File: src/led_tuning_regs.vh
// register offsets, field positions and reset values of the
// indicator source and line tuning register slice
// assumes a wishbone byte address equal to four times the register index
`ifndef LED_TUNING_REGS_VH
`define LED_TUNING_REGS_VH

// register indices, byte address is four times the index
`define TERM_OVERRIDE_IDX    12'h30e
`define LD_PROG_RSVD_IDX     12'h404
`define RX_GAIN_IDX          12'h40d
`define GEN_CONFIG_IDX       12'h456
`define IND_SOURCE_IDX       12'h460
// index of the management status register whose read clears link loss
`define LINK_STATUS_IDX      12'h001

// reset values
`define TERM_OVERRIDE_RST    16'h0000
`define LD_PROG_RSVD_RST     16'h0080
`define RX_GAIN_RST          16'h0000
`define GEN_CONFIG_RST       16'h0008
`define IND_SOURCE_RST       16'h5665

// field positions
`define STRAIGHT_CODE_HI     15
`define STRAIGHT_CODE_LO     12
`define STRAIGHT_EN_BIT      11
`define CROSSED_CODE_HI      10
`define CROSSED_CODE_LO      7
`define CROSSED_EN_BIT       6
`define RX_GAIN_HI           4
`define RX_GAIN_LO           0
`define SHORT_GAP_BIT        3
`define FIRST_SRC_HI         15
`define FIRST_SRC_LO         12
`define SECOND_SRC_HI        11
`define SECOND_SRC_LO        8
`define THIRD_SRC_HI         7
`define THIRD_SRC_LO         4
// writable mask of the termination register, bits 1-0 read as zero
`define TERM_OVERRIDE_MASK   16'hfffc

// indicator source codes
`define SRC_LINK             4'h0
`define SRC_ACT              4'h1
`define SRC_TX_ACT           4'h2
`define SRC_RX_ACT           4'h3
`define SRC_COLLISION        4'h4
`define SRC_SPEED100         4'h5
`define SRC_SPEED10          4'h6
`define SRC_FULL_DUPLEX      4'h7
`define SRC_LINK_BLINK       4'h8
`define SRC_STRETCH          4'h9
`define SRC_LINK_100FD       4'ha
`define SRC_LOW_POWER_IDLE   4'hb
`define SRC_MII_ERROR        4'hc
`define SRC_LINK_LOST        4'hd
`define SRC_PRBS_ERROR       4'he

// timing: blink half period and activity stretch, in ms at 20 MHz
`define BLINK_MS             50
`define STRETCH_MS           50
`define CLK_KHZ              20000

`endif

File: src/led_source_and_line_tuning_regs.v
// indicator source and 10M line tuning register slice, wishbone slave
// assumes classic wishbone on sys_clk, status inputs synchronous
//
// The Wishbone slave port is this design's own decision.
`timescale 1ns/1ns
`include "led_tuning_regs.vh"
module led_source_and_line_tuning_regs (
  // clock and reset
  input  wire        sys_clk,
  input  wire        sys_rst,
  // wishbone slave
  input  wire        wb_cyc_i,
  input  wire        wb_stb_i,
  input  wire        wb_we_i,
  input  wire [13:0] wb_adr_i,
  input  wire [3:0]  wb_sel_i,
  input  wire [31:0] wb_dat_i,
  output reg  [31:0] wb_dat_o,
  output reg         wb_ack_o,
  output reg         wb_err_o,
  // link status
  input  wire        linkUp,
  input  wire        txActive,
  input  wire        rxActive,
  input  wire        collision,
  input  wire        speed100,
  input  wire        fullDuplex,
  input  wire        lowPowerIdle,
  input  wire        miiError,
  input  wire        prbsError,
  input  wire        tenMegMode,
  input  wire        mdixActive,
  // clears from the rest of the management space
  input  wire        linkStatusRead,
  input  wire        prbsCountClear,
  // indicators
  output wire        firstIndicator,
  output wire        secondIndicator,
  output wire        thirdIndicator,
  // line settings
  output reg  [3:0]  termCode,
  output reg         termOverride,
  output reg  [4:0]  receiveGainCode,
  output reg         shortGapSelect
);

  // register map, index = byte address / 4, 16-bit registers
  //   0x30e  termination override
  //          15-12 straight pair code, 11 its enable
  //          10-7  crossed pair code, 6 its enable
  //          5-2   spare, stored; 1-0 read as zero
  //   0x404  line driver word, all bits spare, stored
  //   0x40d  receive gain, 4-0 gain code, 15-5 spare
  //   0x456  general config, 3 short gap select
  //   0x460  indicator sources: 15-12 first,
  //          11-8 second, 7-4 third, 3-0 spare
  // every register answers reads in full; spare bits
  // are kept only so software sees what it wrote, and
  // nothing in the slice looks at them
  // an index outside this list is refused with err
  // and never changes a register
  // stored registers
  reg  [15:0] termOverrideReg;          // ten_meg_termination_override
  reg  [15:0] ldProgReserved;           // line_driver_program_reserved
  reg  [15:0] rxGainReg;                // ten_base_receive_gain
  reg  [15:0] genConfig;                // general_config
  reg  [15:0] indSourceConfig;          // indicator_source_config

  // bus timing, all on the rising edge of sys_clk:
  //   edge n   cyc and stb seen with no answer pending;
  //            a write lands in its register here
  //   edge n+1 ack (or err) stands for one cycle, read
  //            data stands beside it, zero otherwise
  //   edge n+2 ack drops whether or not the master
  //            has released cyc and stb yet
  // the pending-answer term in the request stops a
  // master that is slow to release from being served
  // twice; the price is one idle cycle between
  // back-to-back requests
  // only byte lanes 1-0 matter, the upper lanes of a
  // 32-bit bus have no storage behind them
  // decoded request
  wire [11:0] regIndex = wb_adr_i[13:2];
  wire        request  = wb_cyc_i & wb_stb_i & ~wb_ack_o & ~wb_err_o;
  wire        doWrite  = request & wb_we_i;
  wire [15:0] laneMask = {{8{wb_sel_i[1]}}, {8{wb_sel_i[0]}}};
  reg         hit;
  reg  [15:0] readWord;

  // both pairings share one set of outputs: termCode
  // carries whichever code belongs to the pairing
  // that is active now
  // fields
  wire [3:0] straightCode   = termOverrideReg[`STRAIGHT_CODE_HI:
                                              `STRAIGHT_CODE_LO];
  wire       straightEnable = termOverrideReg[`STRAIGHT_EN_BIT];
  wire [3:0] crossedCode    = termOverrideReg[`CROSSED_CODE_HI:
                                              `CROSSED_CODE_LO];
  wire       crossedEnable  = termOverrideReg[`CROSSED_EN_BIT];

  // merges write data into a register under the byte lanes
  function [15:0] merge;
    input [15:0] old;
    input [15:0] data;
    input [15:0] mask;
    begin
      merge = (old & ~mask) | (data & mask);
    end
  endfunction

  // a plain if chain, so a new register slots in
  // without touching the others; hit feeds both the
  // answer type and the write enable, so a refused
  // index can never store anything
  // address decode and read mux; an unmapped index answers with err
  always @* begin
    hit      = 1'b1;
    readWord = 16'h0000;
    if (regIndex == `TERM_OVERRIDE_IDX)
      readWord = termOverrideReg;
    else if (regIndex == `LD_PROG_RSVD_IDX)
      readWord = ldProgReserved;
    else if (regIndex == `RX_GAIN_IDX)
      readWord = rxGainReg;
    else if (regIndex == `GEN_CONFIG_IDX)
      readWord = genConfig;
    else if (regIndex == `IND_SOURCE_IDX)
      readWord = indSourceConfig;
    else
      hit = 1'b0;
  end

  // writes merge under the byte lanes, so software
  // may update one byte without a read first
  // the termination register keeps its two lowest
  // bits at zero whatever is written
  // the last branch needs no compare: hit is set
  // and every other index has been ruled out
  // register writes; reserved bits are stored but steer nothing
  always @(posedge sys_clk) begin
    if (sys_rst) begin
      termOverrideReg <= `TERM_OVERRIDE_RST;
      ldProgReserved  <= `LD_PROG_RSVD_RST;
      rxGainReg       <= `RX_GAIN_RST;
      genConfig       <= `GEN_CONFIG_RST;
      indSourceConfig <= `IND_SOURCE_RST;
    end else if (doWrite && hit) begin
      if (regIndex == `TERM_OVERRIDE_IDX)
        termOverrideReg <= merge(termOverrideReg, wb_dat_i[15:0],
                                 laneMask & `TERM_OVERRIDE_MASK);
      else if (regIndex == `LD_PROG_RSVD_IDX)
        ldProgReserved <= merge(ldProgReserved, wb_dat_i[15:0],
                                laneMask);
      else if (regIndex == `RX_GAIN_IDX)
        rxGainReg <= merge(rxGainReg, wb_dat_i[15:0], laneMask);
      else if (regIndex == `GEN_CONFIG_IDX)
        genConfig <= merge(genConfig, wb_dat_i[15:0], laneMask);
      else
        indSourceConfig <= merge(indSourceConfig, wb_dat_i[15:0],
                                 laneMask);
    end
  end

  // read data is cleared outside a read answer so a
  // shared bus may or the slaves' data together
  // err and ack are never high together
  // single cycle answer, dropped the cycle after it is given
  always @(posedge sys_clk) begin
    if (sys_rst) begin
      wb_ack_o <= 1'b0;
      wb_err_o <= 1'b0;
      wb_dat_o <= 32'h00000000;
    end else begin
      wb_ack_o <= request & hit;
      wb_err_o <= request & ~hit;
      if (request && hit && !wb_we_i)
        wb_dat_o <= {16'h0000, readWord};
      else
        wb_dat_o <= 32'h00000000;
    end
  end

  // line settings are registered once more so the
  // analog side sees clean levels from flip-flops
  // termination: code 0 asks for the highest value
  // and each step lowers it, down to code fh; the
  // code is honoured only in 10M mode and with the
  // enable of the active pairing set
  // with the enable clear the analog side keeps its
  // own default, so termOverride tells it which
  // of the two to use
  // receive gain: code 0 is the smallest setting,
  // each step adds 25mV to the 200mV floor; it is
  // passed on in every mode, the analog side only
  // uses it in 10BASE-T
  // short gap: one selects the 120ns minimum
  // inter-packet gap, zero the 200ns one
  // a pairing change takes effect one edge later,
  // the same as a register write
  // line settings: override only in 10M mode on the active pairing
  always @(posedge sys_clk) begin
    if (sys_rst) begin
      termCode        <= 4'h0;
      termOverride    <= 1'b0;
      receiveGainCode <= 5'h00;
      shortGapSelect  <= 1'b1;
    end else begin
      if (mdixActive) begin
        termCode     <= crossedCode;
        termOverride <= tenMegMode & crossedEnable;
      end else begin
        termCode     <= straightCode;
        termOverride <= tenMegMode & straightEnable;
      end
      receiveGainCode <= rxGainReg[`RX_GAIN_HI:`RX_GAIN_LO];
      shortGapSelect  <= genConfig[`SHORT_GAP_BIT];
    end
  end

  // the stretch and the blink share one counter
  // length of 50 ms; the blink counter runs free
  // and only matters while activity is stretched,
  // so the lamp may start a blink at any phase
  // one shaper serves all three lamps, so two lamps
  // on the blinking code blink in step
  // 20-bit counters cover 1,000,000 cycles with
  // room to spare; a faster clock needs wider ones
  // activity shaping shared by all three indicators
  wire stretched;
  wire blinkPhase;
  activity_shaper #(
    .HOLD_CYCLES (`BLINK_MS * `CLK_KHZ)
  ) shaper (
    .sys_clk    (sys_clk),
    .sys_rst    (sys_rst),
    .activity   (txActive | rxActive),
    .stretched  (stretched),
    .blinkPhase (blinkPhase)
  );

  // source codes of each selector:
  //   0 link up          1 tx or rx activity
  //   2 tx activity      3 rx activity
  //   4 collision        5 link at 100 Mb/s
  //   6 link at 10 Mb/s  7 full duplex
  //   8 link, blinking while traffic is stretched
  //   9 stretched activity
  //   a link at 100 Mb/s full duplex
  //   b low-power idle
  //   c error on the MAC side of the MII
  //   d link lost, held until the status read
  //   e test pattern error, held until cleared
  //   f reserved, lamp dark
  // the latched codes keep their flags in every
  // selector, so switching a lamp to d or e shows
  // an event that came while it showed another code
  // one selector per indicator
  wire [11:0] sources = indSourceConfig[`FIRST_SRC_HI:`THIRD_SRC_LO];
  wire [2:0]  lamps;
  genvar i;
  generate
    for (i = 0; i < 3; i = i + 1) begin : lamp
      indicator_select sel (
        .sys_clk        (sys_clk),
        .sys_rst        (sys_rst),
        .source         (sources[4*i+3:4*i]),
        .linkUp         (linkUp),
        .txActive       (txActive),
        .rxActive       (rxActive),
        .collision      (collision),
        .speed100       (speed100),
        .fullDuplex     (fullDuplex),
        .lowPowerIdle   (lowPowerIdle),
        .miiError       (miiError),
        .prbsError      (prbsError),
        .stretched      (stretched),
        .blinkPhase     (blinkPhase),
        .linkStatusRead (linkStatusRead),
        .prbsCountClear (prbsCountClear),
        .indicator      (lamps[i])
      );
    end
  endgenerate

  // lamps[2] is the first selector (bits 15-12)
  // the generate index counts up from the low field,
  // so the first lamp takes the highest index
  assign firstIndicator  = lamps[2];
  assign secondIndicator = lamps[1];
  assign thirdIndicator  = lamps[0];

endmodule // led_source_and_line_tuning_regs

File: src/activity_shaper.v
// activity stretcher and blinker shared by the indicator selectors
// assumes sys_clk at 20 MHz and activity as a level sampled each clock
`timescale 1ns/1ns
module activity_shaper #(
  parameter HOLD_CYCLES = 1000000       // stretch length and blink half period
) (
  // clock and reset
  input  wire sys_clk,
  input  wire sys_rst,
  // activity in
  input  wire activity,
  // shaped outputs
  output reg  stretched,
  output reg  blinkPhase
);

  reg [19:0] holdCount;                 // stretch countdown
  reg [19:0] blinkCount;                // blink half period counter

  // retrigger the stretch on every activity cycle
  always @(posedge sys_clk) begin
    if (sys_rst) begin
      holdCount <= 20'h00000;
      stretched <= 1'b0;
    end else if (activity) begin
      holdCount <= HOLD_CYCLES[19:0];
      stretched <= 1'b1;
    end else if (holdCount != 20'h00000) begin
      holdCount <= holdCount - 20'h00001;
      stretched <= (holdCount != 20'h00001);
    end else begin
      stretched <= 1'b0;
    end
  end

  // free-running toggle; only looked at while activity is stretched
  always @(posedge sys_clk) begin
    if (sys_rst) begin
      blinkCount <= 20'h00000;
      blinkPhase <= 1'b0;
    end else if (blinkCount >= HOLD_CYCLES[19:0] - 20'h00001) begin
      blinkCount <= 20'h00000;
      blinkPhase <= ~blinkPhase;
    end else begin
      blinkCount <= blinkCount + 20'h00001;
    end
  end

endmodule // activity_shaper

File: src/indicator_select.v
// one indicator source multiplexer with its latched event flags
// assumes status inputs are synchronous levels and clears are pulses
`timescale 1ns/1ns
`include "led_tuning_regs.vh"
module indicator_select (
  // clock and reset
  input  wire       sys_clk,
  input  wire       sys_rst,
  // selector
  input  wire [3:0] source,
  // status
  input  wire       linkUp,
  input  wire       txActive,
  input  wire       rxActive,
  input  wire       collision,
  input  wire       speed100,
  input  wire       fullDuplex,
  input  wire       lowPowerIdle,
  input  wire       miiError,
  input  wire       prbsError,
  input  wire       stretched,
  input  wire       blinkPhase,
  // latch clears
  input  wire       linkStatusRead,
  input  wire       prbsCountClear,
  // indicator
  output reg        indicator
);

  reg  linkLost;                        // latched link-loss event
  reg  prbsSeen;                        // latched test pattern error
  reg  linkPrev;                        // link level one cycle ago
  wire linkDrop = linkPrev & ~linkUp;   // falling edge of link
  reg  next_indicator;

  // latches: a new event wins over a clear in the same cycle
  always @(posedge sys_clk) begin
    if (sys_rst) begin
      linkPrev <= 1'b0;
      linkLost <= 1'b0;
      prbsSeen <= 1'b0;
    end else begin
      linkPrev <= linkUp;
      if (linkDrop)
        linkLost <= 1'b1;
      else if (linkStatusRead)
        linkLost <= 1'b0;
      if (prbsError)
        prbsSeen <= 1'b1;
      else if (prbsCountClear)
        prbsSeen <= 1'b0;
    end
  end

  // source decode; the reserved code shows dark
  always @* begin
    case (source)
      `SRC_LINK:           next_indicator = linkUp;
      `SRC_ACT:            next_indicator = txActive | rxActive;
      `SRC_TX_ACT:         next_indicator = txActive;
      `SRC_RX_ACT:         next_indicator = rxActive;
      `SRC_COLLISION:      next_indicator = collision;
      `SRC_SPEED100:       next_indicator = linkUp & speed100;
      `SRC_SPEED10:        next_indicator = linkUp & ~speed100;
      `SRC_FULL_DUPLEX:    next_indicator = fullDuplex;
      `SRC_LINK_BLINK:
        next_indicator = linkUp & ~(stretched & blinkPhase);
      `SRC_STRETCH:        next_indicator = stretched;
      `SRC_LINK_100FD:
        next_indicator = linkUp & speed100 & fullDuplex;
      `SRC_LOW_POWER_IDLE: next_indicator = lowPowerIdle;
      `SRC_MII_ERROR:      next_indicator = miiError;
      `SRC_LINK_LOST:      next_indicator = linkLost;
      `SRC_PRBS_ERROR:     next_indicator = prbsSeen;
      default:             next_indicator = 1'b0;
    endcase
  end

  // registered so the pin comes straight from a flip-flop
  always @(posedge sys_clk) begin
    if (sys_rst)
      indicator <= 1'b0;
    else
      indicator <= next_indicator;
  end

endmodule // indicator_select

File: config.mk
export PLATFORM = sky130hd
export DESIGN_NAME = led_source_and_line_tuning_regs
export DESIGN_NICKNAME = d
export VERILOG_FILES = /design/src/led_source_and_line_tuning_regs.v /design/src/activity_shaper.v /design/src/indicator_select.v
export VERILOG_INCLUDE_DIRS = /design/src
export SDC_FILE = /design/constraint.sdc
export NUM_CORES = 1
export LEC_CHECK = 0
export BUFFER_PORTS_ARGS = -buffer_cell sky130_fd_sc_hd__buf_2
export CAP_MARGIN = 20
export CORE_MARGIN = 1.5
export CORE_UTILIZATION = 37
export DETAILED_ROUTE_END_ITERATION = 6
export GPL_TIMING_DRIVEN = 1
export PLACE_DENSITY_LB_ADDON = 0.3
export SYNTH_ARGS = -nofsm -noshare
export SYNTH_HDL_FRONTEND = slang
export SYNTH_SLANG_ARGS = --single-unit
File: constraint.sdc
create_clock -name sys_clk -period 2.5 [get_ports sys_clk]
set_input_delay 0.125 -clock sys_clk [delete_from_list [all_inputs] [get_ports sys_clk]]
set_output_delay 0.125 -clock sys_clk [all_outputs]
set_load 0.03 [all_outputs]
# Word-level counts from Yosys, hierarchy flattened
# Cells that the tools add are included.
# word_totals
regBits	173
word_cells	158
in_bits	68
latchBits	0
out_inout_bits	48
n_memories	0
mem_bits_rw	0
mem_bits_ro	0
# classes
n_bitwise	41
add_sub_neg	2
multipliers	0
div	0
magnitude_cmp	1
n_reduce_logical	19
n_mux	23
n_shift	0
n_eq_ne	48
# ops
operator	count
AND 16 bit	7
equality test 4 bit (second input constant)	21
2-to-1 mux 16 bit	5
OR 16 bit	5
equality test 12 x 11 -> 1 bit (second input constant)	4
equality test 4 x 3 -> 1 bit (second input constant)	12
one-hot mux 1 bit (15 select lines)	3
2-to-1 mux 20 bit	2
NOT 16 bit	2
equality test 4 x 2 -> 1 bit (second input constant)	6
adder 20 x 1 -> 20 bit (second input constant)	1
greater-or-equal comparator 20 bit (second input constant)	1
!= test 20 x 1 -> 1 bit (second input constant)	1
nonzero test 20 bit	1
subtractor 20 x 1 -> 20 bit (second input constant)	1
AND 1 bit	14
equality test 12 x 10 -> 1 bit (second input constant)	1
equality test 4 x 1 -> 1 bit (second input constant)	3
zero test 4 bit	3
2-to-1 mux 1 bit	12
NOT 1 bit	12
AND reduction 5 bit	2
nonzero test 2 bit	3
OR reduction 2 bit	3
other kinds (7)	9

# Depth between registers and ports, before layout
# Gate-level depths: netlist of run 1.
# depth
word_depth	10
depth_mapped	8
ltp_nobuf	7

# Modules after synthesis
# Synthesis of run 1 repeated with hierarchy kept, for this count alone.
# hier_totals
hier_cells	846
area_unflattened_um2	7541.0
# by_module_without_submodules
mod	area_each_um2	n_inst	cells_each	seq_area_each_um2
led_source_and_line_tuning_regs	4404.2	1	470	2142.1
activity_shaper	2243.4	1	259	840.8
indicator_select	297.8	3	39	80.1

# Least setup slack after synthesis of run 1
# Ideal clock, no wire load.
# synth_timing
path_kind	reg2reg
startpoint	register shaper.holdCount[8]
endpoint	register shaper.holdCount[0]
t_required_ns	2.372
synth_period_minus_slack_ns	2.160
setup_slack_ns	0.340
path_buffers	0
stages_incl_launch_ff	6
arrival_ns	2.032
setup_time_ns	0.128
path_cell_list	dfxtp_1 > or4_1 > or4_1 > or2_2 > xnor2_1 > nor2_1
# synth_between
elab_chain_len	1
# synth_lines
item	line	rtl
start: declaration	activity_shaper.v:17	reg [19:0] holdCount;
start signal: assignment	activity_shaper.v:26	holdCount <= HOLD_CYCLES[19:0];
start signal: assignment	activity_shaper.v:29	holdCount <= holdCount - 20'h00001;
nonzero test 20 bit	activity_shaper.v:28	end else if (holdCount != 20'h00000) begin
# Every way passes these cells.
# A chain may end at the register's enable or synchronous reset.

# Worst setup path in the final report of run 1
# layout_timing
startpoint	register shaper.holdCount[2]
endpoint	register shaper.holdCount[0]
# The elaborated chain is that of the path after synthesis.

==> results.cfg, run 1 <==
[cts]
clkTransAtPathRegs_ns = 0.06
cts_resized = 0
clk_latency_ns = 0.43
cts_root_buf = clkbuf_16
ctsHtreeMaxLevel = 4
clk_path_buf_depth = 2
cts_inserted_buffers = 17
clock-sinks = 155
cts_tree = done

[floorplanning]
die_h_microns = 140
core-area_sq_um = 18100
io_pins = 116
die_area_sq_um = 19500
num_rows = 49
die_w_microns = 140
start_util = 0.381

[grt]
grt_pass1_vias = 5412
antenna_found_initial = 0
grt_pass1_wl_microns = 27600
grt_max_degree = 94
track_usage = 0.175
grt-ovfl-total = 0

[place]
placed_cell_area_sq_um = 7530
dp_slack_ns = 0.0834
hpwl_microns = 11400
port-buffer-count = 79
gp_congestion = 0.790

[routing]
drt_iter0_markers = 404
final_antenna_net_count = 0
vias_per_cell = 5.22
drc = 8
drtPass1Iterations = 7
routed_wl_microns = 16700
vias = 5748
avgRoutedWirePerCell_microns = 15.2

[yosys]
synth.avg_cell_area_sq_um = 8.98
synth.most_common_cell = dfxtp_1
synth_seq_cells = 155
yosysWarnings = 0
synth-async-reset-ratio = 0
synth_flop_cell = dfxtp_1
ys_types = 55
synth_commonest_cells = dfxtp_1, nor2_1, nand2_1
synthCells = 770
yosysSeqAreaShare = 0.449
synth_largest_area_cell = dfxtp_1
synth_area_leaders = dfxtp_1, mux2i_1, nor2_1
synth_edf_count = 0
syn_area_sq_um = 6920
yosys.area.top_type_share = 0.449

[worst_setup_path]
criticalPathCategory = register to register
cp_data_arrival_time_ns = 2.59
rr_startpoint = shaper.holdCount[2]$_SDFFE_PP0P_
reg2reg_depth = 5
worstPathMaxFanout = 6
worstPathRequired_ns = 2.80
critPathLaunchType = register
worst_setup_path_end_kind = register
rrSetupSlack_ns = 0.21
r2r_end = shaper.holdCount[0]$_SDFFE_PP0P_

[timing]
rsz0062_at_grt = false
fin_skew_ns = 0.00648
fmax_ghz = 0.437
slew_violations = 0
tns_ns = 0
period_needed_ns = 2.29
final_hold_viol_count = 0
setup_ws_ns = 0.211
worstMarginPinSlew_ns = 1.00
setup_viol = 0
fin_crit_sh = 0.916
slew_headroom = 0.330

[layout]
fillers = 1771
drive_above_1_share = 0.192
syn_to_final_growth_pct = 19.7
nets = 932
n_antenna_cell = 0
fin_area_sq_um = 8280

[outcome]
status = finished with violations
violations = design-rule violations

[power]
pwr-share-clk = 0.457
p_leak_nw = 3.12
power.density_nw_per_um2 = 645
ir_worst_vdd_v = 0.000498
pwr-share-seq = 0.473
total_power_mw = 5.34
intPower_mw = 4.04
switching_share = 0.243
comb_power_share = 0.070
p_sw_mw = 1.30

[worst_hold_path]
holdCritPathClass = primary input to register
holdPathStages = 3
min-delay-start = wb_dat_i[14]

[flow_run]
drv_cap = 0
## critical path: stages, from the launching register on
cell and delay, ns:
dfxtp_1 0.36, or4_1 0.63, or4_1 0.61, or2_2 0.37, xnor2_1 0.14, nor2_1 0.05
## per-stage QoR
step,instances,util,hold slack (ns)
after floorplan,785,-,0.242
final,1102,0.456,0.0186
after CTS,1102,0.456,0.00460
after detailed placement,1051,0.415,0.357
after global routing,1102,0.456,0.0283
after global placement,1051,0.415,0.336
## final cells by class
cell class | count | area [sq um] | area share
flip-flops and latches | 155 | 3100 | 0.375
inverters | 10 | 37.5 | 0.00453
multi-input cells | 553 | 3500 | 0.423
repair buffers | 123 | 786 | 0.0949
clock buffers | 19 | 443 | 0.0535
clock inverters | 13 | 119 | 0.0144
well taps | 229 | 287 | 0.0346
## per-layer routing
layer  share of wire  global-route usage  vias up
li1                -                   -     2881
met4           0.014              0.0560        0
met2            0.48               0.289      120
met5               0                   0        -
met3           0.035              0.0375       18
met1            0.47               0.229     2729
## power by group through the flow
| stage | Clock [mW] | Sequential, mW | Combinational [mW] |
|---|---|---|---|
| finish | 2.44 | 2.52 | 0.375 |
| global route | 2.60 | 2.53 | 0.415 |
| CTS | 2.49 | 2.52 | 0.375 |
| detailed placement | 0 | 2.58 | 0.350 |
| global placement | 0 | 2.58 | 0.350 |
| floorplan | 0 | 2.58 | 0.246 |
## what timing repair did
action                     CTS  global route
setup endpoints to repair    0             0
hold endpoints to repair    33             0
hold buffers                19             0
setup buffers                0             0
## cells by family after synthesis
group	count (synthesis)	share of synthesized area
adders and majority gates	4	0.00724
other	1	0.000542
buffers and inverters	77	0.0537
muxes	65	0.0948
AOI/OAI and AO/OA	138	0.132
and+or+nand+nor	295	0.218
xor gates and xnor gates	35	0.0443
DFF	155	0.449
## placed cells by master (no fill, tap or decap), types with 8 or more instances in the layout
cell,Yosys,layout
a211oi_2,8,8
a21oi_1,53,53
a222oi_1,15,15
buf_2,6,79
buf_4,16,24
clkbuf_16,0,17
conb_1,1,16
dfxtp_1,155,155
dlygate4sd3_1,0,19
inv_1,10,10
mux2i_1,61,61
nand2_1,65,65
nand3_1,20,20
nand4_1,14,14
nor2_1,102,102
nor2b_1,10,10
nor3_1,12,12
nor4_1,9,8
o21ai_0,24,23
o22ai_1,14,14
or2_2,9,9
xnor2_1,13,13
xor2_1,22,22
## how the worst max path moves through the flow
stage	from	endpoint	slack [ns]	cells after the start
finish	shaper.holdCount[2]$_SDFFE_PP0P_	shaper.holdCount[0]$_SDFFE_PP0P_	0.21	5
global route	shaper.holdCount[2]$_SDFFE_PP0P_	shaper.holdCount[0]$_SDFFE_PP0P_	0.07	5
CTS	shaper.holdCount[2]$_SDFFE_PP0P_	shaper.holdCount[0]$_SDFFE_PP0P_	0.21	5
detailed placement	wb_adr_i[11]	wb_dat_o[9]$_SDFF_PP0_	0.08	7
global placement	wb_adr_i[11]	wb_dat_o[9]$_SDFF_PP0_	0.11	7
floorplan	shaper.holdCount[8]$_SDFFE_PP0P_	shaper.holdCount[0]$_SDFFE_PP0P_	0.34	5
Note: power is estimated with default switching activity, not from simulation.
==> run 2, diff against run 1 <==
--- a/config.mk
+++ b/config.mk
@@ -15,4 +15,5 @@
 export PLACE_DENSITY_LB_ADDON = 0.3
 export SYNTH_ARGS = -nofsm -noshare
 export SYNTH_HDL_FRONTEND = slang
+export SYNTH_HIERARCHICAL = 1
 export SYNTH_SLANG_ARGS = --single-unit
==> results.cfg, run 2 <==
[place]
port-buffer-count = 79
gp_congestion = 0.814
dp.cells = 1160
hpwl_microns = 12400

[routing]
drt_iter0_markers = 358
drc = 0
avgRoutedWirePerCell_microns = 15.3
routed_wl_microns = 18500
vias_per_cell = 5.32
final_antenna_net_count = 0
drtPass1Iterations = 5
vias = 6445

[worst_setup_path]
worst_setup_path_end_kind = register
rr_startpoint = shaper/holdCount[0]$_SDFFE_PP0P_
criticalPathCategory = register to register
path_delay_family = simple AND/OR/NAND/NOR gates
worstPathMaxFanout = 7
crit_buf_inv = 1
worstPathRequired_ns = 2.86
slowest_delay_ns = 0.66
crit_path_start = shaper/holdCount[0]$_SDFFE_PP0P_
cp_data_arrival_time_ns = 2.58
critPathLaunchType = register
slowest_stage = or4b_2
crit_chain = inv_1, ha_1, or4b_2, nor2_1, a2111oi_0, o21ai_0

[yosys]
synth-async-reset-ratio = 0
yosysSeqAreaShare = 0.427
synth_area_leaders = dfxtp_1, mux2i_1, nand2_1
ys_types = 71
synth_commonest_cells = dfxtp_1, nand2_1, nor2_1
yosysWarnings = 6
syn_area_sq_um = 7540
synth_flop_cell = dfxtp_1
synth.avg_cell_area_sq_um = 8.91
synth_largest_area_cell = dfxtp_1
synthCells = 846
synth.most_common_cell = dfxtp_1
yosys.area.top_type_share = 0.427
synth_seq_cells = 161
synth_edf_count = 0

[cts]
clkTransAtPathRegs_ns = 0.07
clk_latency_ns = 0.44
cts_root_buf = clkbuf_16
clock-sinks = 161
cts_tree = done
ctsHtreeMaxLevel = 4
clk_path_buf_depth = 2
cts_inserted_buffers = 17
cts_resized = 0

[layout]
nets = 998
layout_commonest_cell = dfxtp_1
fin_cells = 1211
final_cell_mix = dfxtp_1, nand2_1, nor2_1
syn_to_final_growth_pct = 17.5
drive_above_1_share = 0.169

[outcome]
status = finished, final reports clean

[timing]
fin_crit_sh = 0.891
setup_viol = 0
period_needed_ns = 2.23
fmax_ghz = 0.449
fin_skew_ns = 0.0131
worstMarginPinSlew_ns = 0.882
slew_headroom = 0.412
slew_violations = 0
tns_ns = 0
rsz0062_at_grt = false
final_hold_viol_count = 0

[floorplanning]
die_area_sq_um = 21200
die_h_microns = 146
num_rows = 52
core-area_sq_um = 20100
start_util = 0.375
die_w_microns = 146
io_pins = 116

[power]
pwr-share-clk = 0.463
ir_worst_vdd_v = 0.000613
p_leak_nw = 3.30
p_sw_mw = 1.55
total_power_mw = 5.66
power.density_nw_per_um2 = 638
comb_power_share = 0.072
switching_share = 0.274
intPower_mw = 4.11
pwr-share-seq = 0.465

[worst_hold_path]
min-delay-start = linkStatusRead
holdCritPathClass = primary input to register

[flow_run]
drv_cap = 0

[grt]
grt_pass1_vias = 5785
track_usage = 0.175
grt_pass1_wl_microns = 30100
grt_max_degree = 106
grt-ovfl-total = 0
antenna_found_initial = 3
-- run 2: changes by cell type in the layout (fill, tap and decap cells not counted), sizes merged, moves of 8 or more --
cell | previous run | this run
nand3b | 6 | 14
inv | 12 | 25
a222oi | 15 | 2
xor2 | 22 | 3
nand2 | 65 | 102
a311oi | 1 | 14
a22oi | 1 | 17
buf | 104 | 96
nor2 | 106 | 83
a211oi | 15 | 25
-- run 2: worst min-delay path: stages --
cell,delay [ns]
buf_2,0.12
inv_1,0.05
a22oi_1,0.05
nor2_1,0.07
-- run 2: power by group through the flow --
stage	logic, mW	registers, mW	clock network, mW
floorplan	0.263	2.69	0
global placement	0.381	2.69	0
detailed placement	0.383	2.69	0
CTS	0.407	2.63	2.68
global route	0.446	2.63	2.79
finish	0.408	2.63	2.62
-- run 2: metrics by stage --
| step | utilization | hold WS [ns] | area, sq um | setup WS [ns] |
|---|---|---|---|---|
| 3_5_place_dp | 0.401 | 0.389 | 8070 | 0.337 |
| 6_report | 0.441 | 0.0185 | 8860 | 0.273 |
| 5_1_grt | 0.441 | 0.0227 | 8860 | 0.126 |
| 3_3_place_gp | 0.401 | 0.392 | 8070 | 0.353 |
| 2_1_floorplan | - | 0.192 | 7600 | 0.510 |
| 4_1_cts | 0.441 | 0.00770 | 8860 | 0.307 |
-- run 2: metal layers --
| metal | part of all wire | up-vias | track usage |
|---|---|---|---|
| met4 | 0.0069 | 4 | 0.0378 |
| li1 | - | 3229 | - |
| met1 | 0.47 | 3025 | 0.240 |
| met3 | 0.066 | 14 | 0.0533 |
| met5 | 0.0011 | - | 0 |
| met2 | 0.46 | 173 | 0.271 |
-- run 2: area by class of cell --
class                   instances  area, sq um
clock buffers                  17          425
clock inverters                15          186
fillers                      1971        11200
multi-input cells             615         3890
well taps                     270          338
repair buffers                114          731
flip-flops and latches        161         3220
inverters                      18         67.6
diodes                          1         2.50
-- run 2: worst paths after layout --
kind	cells after the start	slack, ns	end
max	6	0.27	shaper/holdCount[3]$_SDFFE_PP0P_
min	4	0.02	lamp[1].sel/linkLost$_SDFFE_PP0P_
max reg2reg	6	0.27	shaper/holdCount[3]$_SDFFE_PP0P_
min reg2reg	2	0.46	register
-- run 2: cell families after synthesis --
family	share of synthesized area
AO/OA/AOI/OAI	0.175
XOR/XNOR	0.0174
adder cells (fa/ha/maj)	0.00498
buffers and inverters	0.0642
flip-flops	0.427
multiplexers	0.0730
other	0.000497
AND/OR/NAND/NOR	0.238
-- run 2: what timing repair did --
item,in CTS,in global routing
setup endpoints to repair,0,0
setup buffers,0,0
hold buffers,18,0
endpoints found under the hold margin,40,0
==> run 3, diff against run 2 <==
--- a/config.mk
+++ b/config.mk
@@ -8,6 +8,8 @@
 export LEC_CHECK = 0
 export BUFFER_PORTS_ARGS = -buffer_cell sky130_fd_sc_hd__buf_2
 export CAP_MARGIN = 20
+export CELL_PAD_IN_SITES_DETAIL_PLACEMENT = 1
+export CELL_PAD_IN_SITES_GLOBAL_PLACEMENT = 1
 export CORE_MARGIN = 1.5
 export CORE_UTILIZATION = 37
 export DETAILED_ROUTE_END_ITERATION = 6
==> results.cfg, run 3 (same netlist as run 2, synthesis figures left out) <==
[floorplanning]
die_area_sq_um = 21200
die_h_microns = 146
start_util = 0.375
core-area_sq_um = 20100
num_rows = 52
die_w_microns = 146
io_pins = 116

[cts]
clkTransAtPathRegs_ns = 0.07
cts_inserted_buffers = 17
clock-sinks = 161
cts_root_buf = clkbuf_16
clk_latency_ns = 0.43
ctsHtreeMaxLevel = 4
clk_path_buf_depth = 2
cts_tree = done
cts_resized = 0

[place]
gp_congestion = 0.776
dp.cells = 1166
hpwl_microns = 14300
port-buffer-count = 79

[worst_setup_path]
cp_data_arrival_time_ns = 2.52
critPathLaunchType = register
worstPathMaxFanout = 7
worst_setup_path_end_kind = register
rrSetupSlack_ns = 0.27
criticalPathCategory = register to register
worstPathRequired_ns = 2.79

[layout]
drive_above_1_share = 0.175
nets = 1002
final_cell_mix = dfxtp_1, nand2_1, nor2_1
syn_to_final_growth_pct = 17.4
ff_latch_area_sq_um = 3220
fin_cells = 1214
fillers = 2356
n_antenna_cell = 0
multiInputGateArea_sq_um = 3890
layout_commonest_cell = dfxtp_1

[power]
pwr-share-seq = 0.463
ir_worst_vdd_v = 0.000507
power.density_nw_per_um2 = 643
p_leak_nw = 3.32
intPower_mw = 4.18
comb_power_share = 0.074
p_sw_mw = 1.51
pwr-share-clk = 0.463
switching_share = 0.265

[grt]
grt_pass1_vias = 6454
antenna_found_initial = 0
grt_pass1_wl_microns = 34200
track_usage = 0.199
grt-ovfl-total = 0
grt_max_degree = 117

[timing]
tns_ns = 0
setup_viol = 0
slew_violations = 0
fin_skew_ns = 0.0121
slew_headroom = 0.380
final_hold_viol_count = 0
fin_crit_sh = 0.892
rsz0062_at_grt = false
fmax_ghz = 0.449
period_needed_ns = 2.23
worstMarginPinSlew_ns = 0.930

[routing]
vias = 6581
avgRoutedWirePerCell_microns = 17.2
drtPass1Iterations = 5
drt_iter0_markers = 271
drc = 0
vias_per_cell = 5.42
final_antenna_net_count = 0
routed_wl_microns = 20900

[worst_hold_path]
holdCritPathClass = primary input to register

[flow_run]
drv_cap = 0

[outcome]
status = finished, final reports clean
run 3: power by group through the flow:
stage                     clock network, mW  logic (mW)  registers, mW
after floorplan                           0       0.263           2.69
after CTS                              2.71       0.422           2.63
after global placement                    0       0.396           2.69
after global routing                   2.82       0.459           2.64
after detailed placement                  0       0.400           2.69
final                                  2.63       0.421           2.63
run 3: final timing paths:
path                                          from                                 to  cells past startpoint
hold / removal                        wb_dat_i[11]                           register                      3
setup reg to reg  shaper/holdCount[0]$_SDFFE_PP0P_  shaper/holdCount[16]$_SDFFE_PP0P_                      6
setup / recovery  shaper/holdCount[0]$_SDFFE_PP0P_  shaper/holdCount[16]$_SDFFE_PP0P_                      6
hold reg to reg                           register                           register                      2
run 3: per-layer routing:
layer  up-vias  track usage  part of all wire
li1       3227            -                 -
met1      3224        0.287              0.51
met2       114        0.306              0.45
met3        16       0.0361             0.032
met4         0       0.0510             0.010
met5         -            0                 0
run 3: stage by stage:
stage / power [mW] / worst slack (ns) / hold slack [ns] / instance area [sq um] / utilization
after CTS: 5.76 / 0.265 / 0.00506 / 8850 / 0.440
after global placement: 3.09 / 0.323 / 0.369 / 8100 / 0.403
after detailed placement: 3.09 / 0.287 / 0.379 / 8100 / 0.403
after floorplan: 2.95 / 0.510 / 0.192 / 7600 / -
after global routing: 5.92 / 0.106 / 0.0118 / 8850 / 0.440
final: 5.69 / 0.270 / 0.0230 / 8850 / 0.440
run 3: final cells by class:
| type | instances | share of cell area |
|---|---|---|
| Multi-Input combinational cell | 615 | 0.439 |
| Sequential cell | 161 | 0.364 |
| Timing Repair Buffer | 118 | 0.0839 |
| Clock buffer | 17 | 0.0480 |
| Tap cell | 270 | 0.0382 |
| Clock inverter | 15 | 0.0188 |
| Inverter | 18 | 0.00763 |
run 3: timing repair:
item	4_1_cts	5_1_grt
hold endpoints to repair	21	0
buffers inserted	0	0
hold buffers	16	0
setup endpoints to repair	0	0
run 3: critical path, cell delays in order (launching register included):
cell,delay (ns)
dfxtp_1,0.35
inv_1,0.09
ha_1,0.24
or4b_2,0.65
nor4_1,0.44
mux2i_1,0.25
a21oi_1,0.08
